<file path="src/rtl/jksr_pkg.sv">
`default_nettype none
package jksr_pkg;
  // ----------------------------------------------------------------
  // Widths and reset values
  // ----------------------------------------------------------------
  localparam int          JKSR_WIDTH    = 4;
  localparam logic [3:0]  JKSR_RST_VAL  = 4'h0;
  localparam logic        JKSR_NRST_VAL = 1'b1;
  localparam int          JKSR_LAST_POS = 3;
  localparam int          JKSR_FIRST_POS = 0;
  // ----------------------------------------------------------------
  // First stage serial actions
  // ----------------------------------------------------------------
  typedef enum logic [3:0] {
    JKSR_ACT_HOLD   = 4'h1,
    JKSR_ACT_CLEAR  = 4'h2,
    JKSR_ACT_SET    = 4'h4,
    JKSR_ACT_TOGGLE = 4'h8
  } jksr_act_e;
endpackage
`default_nettype wire

</file>
<file path="src/rtl/jksr_first_stage.sv">
`timescale 1ns/10ps
`default_nettype none
module jksr_first_stage
  import jksr_pkg::*;
(
  input  wire logic i_j,
  input  wire logic i_k_n,
  input  wire logic i_cur,
  output var  logic o_next
);
  jksr_act_e act;

  // ----------------------------------------------------------------
  // Serial J and inverted-K decode
  // ----------------------------------------------------------------
  always_comb begin
    act = JKSR_ACT_HOLD;
    if (!i_j && i_k_n) begin
      act = JKSR_ACT_HOLD;
    end else if (!i_j && !i_k_n) begin
      act = JKSR_ACT_CLEAR;
    end else if (i_j && i_k_n) begin
      act = JKSR_ACT_SET;
    end else begin
      act = JKSR_ACT_TOGGLE;
    end
  end

  always_comb begin
    case (act)
      JKSR_ACT_HOLD:   o_next = i_cur;
      JKSR_ACT_CLEAR:  o_next = 1'b0;
      JKSR_ACT_SET:    o_next = 1'b1;
      JKSR_ACT_TOGGLE: o_next = ~i_cur;
      default:         o_next = i_cur;
    endcase
  end
endmodule
`default_nettype wire

</file>
<file path="src/rtl/jksr_shift_reg.sv">
`timescale 1ns/10ps
`default_nettype none
module jksr_shift_reg
  import jksr_pkg::*;
#(
  parameter int WIDTH = JKSR_WIDTH
) (
  input  wire logic             i_clk_sys,
  input  wire logic             i_sys_rst,
  input  wire logic             i_clk_en,
  input  wire logic             i_clear_low,
  input  wire logic             i_shift_nload,
  input  wire logic             i_serial_j,
  input  wire logic             i_serial_k_n,
  input  wire logic [WIDTH-1:0] i_par_data,
  output var  logic [WIDTH-1:0] o_stage_q,
  output var  logic             o_first_stage_out,
  output var  logic             o_last_stage_out,
  output var  logic             o_last_stage_out_n
);
  // ----------------------------------------------------------------
  // Internal state
  // ----------------------------------------------------------------
  logic [WIDTH-1:0] stage_q;
  logic [WIDTH-1:0] stage_d;
  logic             last_n_q;
  logic             last_n_d;
  logic             first_next;
  logic             clr_async;
  logic             do_load;
  logic             do_shift;

  // ----------------------------------------------------------------
  // Clear and mode decode
  // ----------------------------------------------------------------
  // Board clear and system reset share the flop clear pins
  assign clr_async = i_sys_rst | ~i_clear_low;
  assign do_load   = i_clk_en & ~i_shift_nload;
  assign do_shift  = i_clk_en & i_shift_nload;

  // ----------------------------------------------------------------
  // First stage serial logic
  // ----------------------------------------------------------------
  jksr_first_stage u_first (
    .i_j    (i_serial_j),
    .i_k_n  (i_serial_k_n),
    .i_cur  (stage_q[0]),
    .o_next (first_next)
  );

  // ----------------------------------------------------------------
  // Stage group
  // ----------------------------------------------------------------
  // Load wins over shift; enable low keeps every stage
  always_comb begin
    stage_d = stage_q;
    if (do_load) begin
      stage_d = i_par_data;
    end else if (do_shift) begin
      stage_d = {stage_q[WIDTH-2:0], first_next};
    end
  end

  always_ff @(posedge i_clk_sys or posedge clr_async) begin
    if (clr_async) begin
      stage_q <= WIDTH'(JKSR_RST_VAL);
    end else begin
      stage_q <= stage_d;
    end
  end

  // ----------------------------------------------------------------
  // Load checks
  // ----------------------------------------------------------------
  a_load_data: assert property (
    @(posedge i_clk_sys) disable iff (clr_async)
    do_load |=> (o_stage_q == $past(i_par_data))
  ) else $error("Parallel load mismatch");

  a_load_first: assert property (
    @(posedge i_clk_sys) disable iff (clr_async)
    do_load |=> (o_first_stage_out == $past(i_par_data[0]))
  ) else $error("First stage not loaded from data");

  a_load_no_serial: assert property (
    @(posedge i_clk_sys) disable iff (clr_async)
    (do_load && !i_par_data[0] && i_serial_j) |=> !o_first_stage_out
  ) else $error("Serial data entered during load");

  a_load_no_clear: assert property (
    @(posedge i_clk_sys) disable iff (clr_async)
    (do_load && i_par_data[0] && !i_serial_j && !i_serial_k_n) |=> o_first_stage_out
  ) else $error("Serial clear acted during load");

  // ----------------------------------------------------------------
  // Shift checks
  // ----------------------------------------------------------------
  a_shift_move: assert property (
    @(posedge i_clk_sys) disable iff (clr_async)
    do_shift |=> (o_stage_q[WIDTH-1:1] == $past(o_stage_q[WIDTH-2:0]))
  ) else $error("Shift did not move stages");

  a_shift_first: assert property (
    @(posedge i_clk_sys) disable iff (clr_async)
    do_shift |=> (o_first_stage_out == (($past(i_serial_j) & ~$past(o_first_stage_out)) |
                                        ($past(i_serial_k_n) & $past(o_first_stage_out))))
  ) else $error("First stage serial value wrong");

  a_jk_hold: assert property (
    @(posedge i_clk_sys) disable iff (clr_async)
    (do_shift && !i_serial_j && i_serial_k_n) |=> $stable(o_first_stage_out)
  ) else $error("JK hold failed");

  a_jk_clear: assert property (
    @(posedge i_clk_sys) disable iff (clr_async)
    (do_shift && !i_serial_j && !i_serial_k_n) |=> !o_first_stage_out
  ) else $error("JK clear failed");

  a_jk_set: assert property (
    @(posedge i_clk_sys) disable iff (clr_async)
    (do_shift && i_serial_j && i_serial_k_n) |=> o_first_stage_out
  ) else $error("JK set failed");

  a_jk_toggle: assert property (
    @(posedge i_clk_sys) disable iff (clr_async)
    (do_shift && i_serial_j && !i_serial_k_n) |=> (o_first_stage_out != $past(o_first_stage_out))
  ) else $error("JK toggle failed");

  // ----------------------------------------------------------------
  // Freeze checks
  // ----------------------------------------------------------------
  a_freeze_en: assert property (
    @(posedge i_clk_sys) disable iff (clr_async)
    !i_clk_en |=> $stable(o_stage_q)
  ) else $error("State changed with enable low");

  // ----------------------------------------------------------------
  // Complement group
  // ----------------------------------------------------------------
  always_comb begin
    last_n_d = last_n_q;
    if (i_clk_en) begin
      last_n_d = ~stage_d[WIDTH-1];
    end
  end

  always_ff @(posedge i_clk_sys or posedge clr_async) begin
    if (clr_async) begin
      last_n_q <= JKSR_NRST_VAL;
    end else begin
      last_n_q <= last_n_d;
    end
  end

  // ----------------------------------------------------------------
  // Complement checks
  // ----------------------------------------------------------------
  a_compl_out: assert property (
    @(posedge i_clk_sys) disable iff (clr_async)
    o_last_stage_out_n == ~o_last_stage_out
  ) else $error("Complement output wrong");

  a_load_compl: assert property (
    @(posedge i_clk_sys) disable iff (clr_async)
    do_load |=> (o_last_stage_out_n == ~$past(i_par_data[WIDTH-1]))
  ) else $error("Complement wrong after load");

  a_shift_compl: assert property (
    @(posedge i_clk_sys) disable iff (clr_async)
    do_shift |=> (o_last_stage_out_n == ~$past(o_stage_q[WIDTH-2]))
  ) else $error("Complement wrong after shift");

  a_freeze_compl: assert property (
    @(posedge i_clk_sys) disable iff (clr_async)
    !i_clk_en |=> $stable(o_last_stage_out_n)
  ) else $error("Complement changed with enable low");

  // ----------------------------------------------------------------
  // Clear checks
  // ----------------------------------------------------------------
  a_clear_hold: assert property (
    @(posedge i_clk_sys) disable iff (i_sys_rst)
    !i_clear_low |-> (o_stage_q == WIDTH'(JKSR_RST_VAL) && o_last_stage_out_n)
  ) else $error("Clear did not force outputs");

  a_clear_first: assert property (
    @(posedge i_clk_sys) disable iff (i_sys_rst)
    !i_clear_low |-> (!o_first_stage_out && !o_last_stage_out)
  ) else $error("Clear did not force stage taps low");

  a_clear_ovr: assert property (
    @(posedge i_clk_sys) disable iff (i_sys_rst)
    ((!i_clear_low && i_clk_en) ##1 !i_clear_low) |-> (o_stage_q == WIDTH'(JKSR_RST_VAL))
  ) else $error("Clock edge acted during clear");

  // ----------------------------------------------------------------
  // Outputs
  // ----------------------------------------------------------------
  assign o_stage_q          = stage_q;
  assign o_first_stage_out  = stage_q[0];
  assign o_last_stage_out   = stage_q[WIDTH-1];
  assign o_last_stage_out_n = last_n_q;

  // ----------------------------------------------------------------
  // Output checks
  // ----------------------------------------------------------------
  a_load_last: assert property (
    @(posedge i_clk_sys) disable iff (clr_async)
    do_load |=> (o_last_stage_out == $past(i_par_data[WIDTH-1]))
  ) else $error("Last stage not loaded from data");

  a_shift_last: assert property (
    @(posedge i_clk_sys) disable iff (clr_async)
    do_shift |=> (o_last_stage_out == $past(o_stage_q[WIDTH-2]))
  ) else $error("Last stage not fed from stage before it");
endmodule
`default_nettype wire

</file>
<file path="config.mk">
export PLATFORM = sky130hd
export DESIGN_NAME = jksr_shift_reg
export DESIGN_NICKNAME = d
export VERILOG_FILES = /design/src/rtl/jksr_pkg.sv /design/src/rtl/jksr_first_stage.sv /design/src/rtl/jksr_shift_reg.sv
export SDC_FILE = /design/constraint.sdc
export NUM_CORES = 1
export LEC_CHECK = 0
export BUFFER_PORTS_ARGS = -buffer_cell sky130_fd_sc_hd__clkbuf_2
export CAP_MARGIN = 20
export CORE_AREA = 3 3 40 42
export CTS_CLUSTER_DIAMETER = 80
export CTS_CLUSTER_SIZE = 30
export DETAILED_ROUTE_END_ITERATION = 6
export DIE_AREA = 0 0 43 45
export SYNTH_ARGS = -nofsm -noshare
export SYNTH_HDL_FRONTEND = slang
export SYNTH_SLANG_ARGS = --single-unit
</file>
<file path="constraint.sdc">
create_clock -name i_clk_sys -period 0.9 [get_ports i_clk_sys]
set_input_delay 0.18 -clock i_clk_sys [delete_from_list [all_inputs] [get_ports i_clk_sys]]
set_output_delay 0.18 -clock i_clk_sys [all_outputs]
set_load 0.02 [all_outputs]
</file>
======== After elaboration in Yosys (flattened, before gate mapping) ========
Index checks and enable logic that the tools add are counted.
cells by class
  $add $sub $neg .......................... 0
  multipliers ............................. 0
  div/mod/pow operators ................... 0
  order comparisons ....................... 0
  equal/unequal tests ..................... 3
  shifts and indexed selects .............. 0
  muxes and demuxes ....................... 6
  bitwise logic cells ..................... 7
  reductions and logical operators ........ 8
operator list
  kind                                                  count
  2-to-1 mux 4 bit                                      5
  equality test 4 x 2 -> 1 bit (second input constant)  1
  equality test 4 x 3 -> 1 bit (second input constant)  1
  equality test 4 bit (second input constant)           1
  NOT 1 bit                                             4
  nonzero test 4 bit                                    1
  logical AND 1 bit                                     3
  one-hot mux 1 bit (3 select lines)                    1
  bitwise AND 1 bit                                     2
  logical NOT 1 bit                                     2
  AND reduction 2 bit                                   1
  nonzero test 2 bit                                    1
  OR 1 bit                                              1
word-level totals
  flip-flop bits (word level) ............. 5
  latch bits .............................. 0
  memory bits (writable) .................. 0
  ROM bits ................................ 0
  input bits .............................. 11
  word-level logic and storage cells ...... 28
  memories ................................ 0

======== Depth between registers and ports, before layout ========
  depth in word-level cells ............... 9
  mapped depth ............................ 3

======== By module ========
Synthesis repeated with hierarchy kept, for this count alone.
second synthesis, totals
  cells, all modules ...................... 24
  area total of the unflattened synthesis .. 262.8 um^2
modules (own cells, without submodules)
  module            instances  cells each  area each (um^2)  sequential area each (um^2)
  jksr_shift_reg    1          23          247.7             126.4
  jksr_first_stage  1          1           15.0              0.0

======== Worst setup path after synthesis ========
OpenSTA, ideal clock, no wires.
  path type ............................... register to register
  start point ............................. register stage_q[2] (netlist: o_stage_q[2])
  end point ............................... register last_n_q (netlist: o_last_stage_out_n)
  setup time .............................. 0.082 ns
  data arrival time ....................... 0.822 ns
  path slack .............................. -0.004 ns
  stages on the path, launching flop included .. 3
  clock period less this slack ............ 0.904 ns
  path through ............................ dfrtp_1 mux2i_1 mux2_4
on the way
  word-level cells in the longest chain between the ends .. 3
RTL lines
  what                    line                   text
  from (decl)             jksr_shift_reg.sv:24   logic [WIDTH-1:0] stage_q;
  from (signal assigned)  jksr_shift_reg.sv:66   stage_q <= WIDTH'(JKSR_RST_VAL);
  from (signal assigned)  jksr_shift_reg.sv:68   stage_q <= stage_d;
  2-to-1 mux 4 bit        jksr_shift_reg.sv:59   end else if (do_shift) begin
  2-to-1 mux 4 bit        jksr_shift_reg.sv:57   if (do_load) begin
  NOT 1 bit               jksr_shift_reg.sv:143  last_n_d = ~stage_d[WIDTH-1];
  to (signal assigned)    jksr_shift_reg.sv:151  last_n_q <= last_n_d;
  to (decl)               jksr_shift_reg.sv:26   logic last_n_q;
Every way passes these cells. The select of a mux whose other input is x is not followed.
A chain may end at the register's enable or synchronous reset.

======== Final worst setup path ========
  start point ............................. register last_n_q (netlist: o_last_stage_out_n)
  end point ............................... output port o_last_stage_out_n
RTL lines
  what       line                  text
  to (decl)  jksr_shift_reg.sv:19  output var logic o_last_stage_out_n
No word-level cell between the ends.

==> results by group <==
Outcome
  – Result of the run: finished with violations
  – Violations in the final reports: negative setup slack

Finish
  – Post-synthesis to final-layout area growth: 87.96%
  – Net count reported at finish: 60
  – Share of the core filled with cells in the final layout: 0.3953
  – Number of diodes: 0
  – Fraction of layout cells with a size suffix above 1: 0.6250
  – Most common cell after layout, fill and taps aside: sky130_fd_sc_hd__clkbuf_2
  – Highest-count cells in the layout ignoring fill and taps: 10 x sky130_fd_sc_hd__clkbuf_2, 5 x sky130_fd_sc_hd__buf_6

Critical path
  – Critical path, cell by cell: buf_8
  – Top Family by Delay on Critical Path: flip-flops
  – Data required time at the worst endpoint: between 700 and 800 ps
  – Arrival @ worst endpoint: 910 ps
  – Type of the worst setup path: flop to output port
  – Maximum fanout encountered on the critical timing path: 2
  – Slowest-stage cell, CP: sky130_fd_sc_hd__dfstp_2
  – Worst Path Buf+Inv: 1
  – Critical Path Sink Type: output port
  – Longest individual stage delay on the worst path: 550 ps
  – Critical Path Source Type: flop

Worst hold path
  – Path class of the lowest-slack min-delay path: input port to flop

CTS
  – Cell at the root of the clock tree: sky130_fd_sc_hd__clkbuf_4
  – Clock slew seen by the registers of the worst setup and hold paths: 60 ps
  – TritonCTS clock tree: done
  – # clock sinks: 5
  – Max clock buf depth: 2
  – Depth of the CTS H-tree: 1
  – Number of buffers created by CTS: 3
  – Clock insertion delay at the later pin of the skew report: roughly 250 ps

Global route
  – Pin count of the biggest net entering global routing: 11
  – Wire length of the first global-routing pass: roughly 1 mm
  – Total gr overflow: 0
  – Number of antenna violations at the first check in global routing: 0
  – Number of global-route vias before repair: approximately 260
  – Total global-route track usage: 0.07628

Die
  – Effective utilization at floorplan: 0.2103
  – Horizontal extent of the die: approximately 43 um
  – Cell Rows: 13
  – DIE AREA: around 1900 um2
  – Core area: ~1300 um2
  – Boundary pin count: 18
  – Die Ht: 45 um

STA
  – Final period util: 1.206
  – Slew of the pin with the lowest slew margin: 423.5 ps
  – Worst max-slew margin expressed relative to the limit: 0.7171
  – Fin. max-slew vios: 0
  – Post-route worst setup slack: -185.7 ps
  – Number of failing setup endpoints in the final timing report: 8
  – Achievable frequency: 921.0 MHz
  – Worst hold margin: between 150 and 200 ps
  – RSZ-0062 raised after global routing: true
  – Count of final hold-check violations: 0
  – Largest clock skew in the final design: between 10 and 15 ps
  – Time the final worst path needs with I/O delays and setup: about 1100 ps

Power and ir drop
  – Combinational share of power: 0.371
  – Sw power: around 0.27 mW
  – Max rail drop VDD: between 0.0007 and 0.0008 V
  – Leakage: ~0.25 nW
  – Power consumption: around 0.9 mW
  – Total internal power: 0.6265 mW
  – Clock group share of total power: 0.298
  – Part of the power in registers: 0.332
  – Proportion of total power due to net switching: 0.3029
  – Ratio of total power to cell area: 1769 nW/um2

Yosys
  – Total of flip-flops plus latches after synthesis: 5
  – Synth Warn #: 0
  – Net Count, Synth: 36
  – Number of distinct library cells after synthesis: 15
  – Post-synthesis instance area: 270.3 um2
  – Cells after synthesis: 25
  – Seq/Total Area, Yosys: 0.4676
  – Synth Area per Inst: around 11 um2

Route
  – Detailed-route vias per instance: around 4.0
  – Total wire length after detailed routing: around 600 um
  – DRC Markers: 0
  – Antenna Violating Nets Remaining: 0
  – Vias: about 250
  – Violation count after the first detailed-routing iteration: 2
  – 1st-pass router iterations: 2
  – Routed length per instance: just under 10 um

Placement
  – Routability cong.: about 0.71
  – DPL Wire Length: 458.9 um
  – Number of I/O port buffers: 17

Run
  – Max-cap violations: 0
## cell type report
type / instances / area (um2)
fill: 127 / 777.0
timing repair buffer: 23 / 205.2
sequential: 5 / 127.6
multi-input combinational: 15 / 125.1
clock buffer: 3 / 22.52
tap: 15 / 18.77
clock inverter: 1 / 5.005
inverter: 1 / 3.754
## power by group through the flow
stage | combinational, mW | clock [mW] | sequential, mW
global placement | 0.193 | 0 | 0.291
detailed placement | 0.193 | 0 | 0.294
global route | 0.356 | 0.296 | 0.303
finish | 0.333 | 0.268 | 0.298
floorplan | 0.103 | 0 | 0.331
CTS | 0.297 | 0.280 | 0.289
## metrics by stage
stage | instance area (um2) | TNS, ps | cells | setup slack [ps]
6_report | 508.0 | -730.0 | 63 | -185.7
5_1_grt | 508.0 | -1046 | 63 | -216.3
4_1_cts | 473.0 | -794.6 | 63 | -214.9
3_5_place_dp | 344.1 | 0 | 53 | 46.68
3_3_place_gp | 344.1 | 0 | 53 | 59.19
2_1_floorplan | 271.5 | 0 | 25 | 59.49
## kinds of logic after synthesis
kind of cell / count (synthesis) / share of synthesized area
AO/OA/AOI/OAI: 5 / 0.1111
buffers and inverters: 5 / 0.1296
flip-flops: 5 / 0.4676
multiplexers: 4 / 0.1667
AND/OR/NAND/NOR: 6 / 0.1250
## what timing repair did
action                                  in CTS  in global routing
endpoints found under the hold margin        4                  0
setup buffers                                4                  0
endpoints found under the setup margin       7                 12
resized for setup                           12                 12
hold buffers                                 2                  0
pin swaps                                    0                  4
## registers in the layout, summed over array words and instances, names as in the netlist
| name | count |
|---|---|
| o_stage_q | 4 |
| o_last_stage_out_n | 1 |
## routing by layer
layer / GRT usage / share of wire
met3: 0.05179 / 0.075
met5: 0 / 0
met1: 0.07862 / 0.43
met4: 0.05422 / 0
met2: 0.1108 / 0.50
## Yosys cell counts (all sizes together)
| cell type | number | share of area |
|---|---|---|
| a21boi | 1 | 0.028 |
| a21oi | 3 | 0.056 |
| buf | 4 | 0.12 |
| dfrtp | 4 | 0.37 |
| dfstp | 1 | 0.097 |
| inv | 1 | 0.014 |
| mux2 | 1 | 0.056 |
| mux2i | 3 | 0.11 |
| nand3b | 1 | 0.028 |
| nand4b | 1 | 0.032 |
| nor2 | 3 | 0.042 |
| nor2b | 1 | 0.023 |
| o211ai | 1 | 0.028 |
## path summary, 6_finish.rpt
path                                                     start                              to  slack [ps]  cells past startpoint
worst max-delay path            o_last_stage_out_n$_DFFE_PP1P_              o_last_stage_out_n        -190                      1
worst max register to register        o_stage_q[2]$_DFFE_PP0P_  o_last_stage_out_n$_DFFE_PP1P_           0                      3
min in group asynchronous                          i_clear_low        o_stage_q[1]$_DFFE_PP0P_         470                      3
worst min register to register  o_last_stage_out_n$_DFFE_PP1P_  o_last_stage_out_n$_DFFE_PP1P_         650                      1
worst min-delay path                             i_par_data[0]        o_stage_q[0]$_DFFE_PP0P_         190                      3
max in group asynchronous                            i_sys_rst        o_stage_q[2]$_DFFE_PP0P_          80                      3
(Power assumes the default switching activity.)
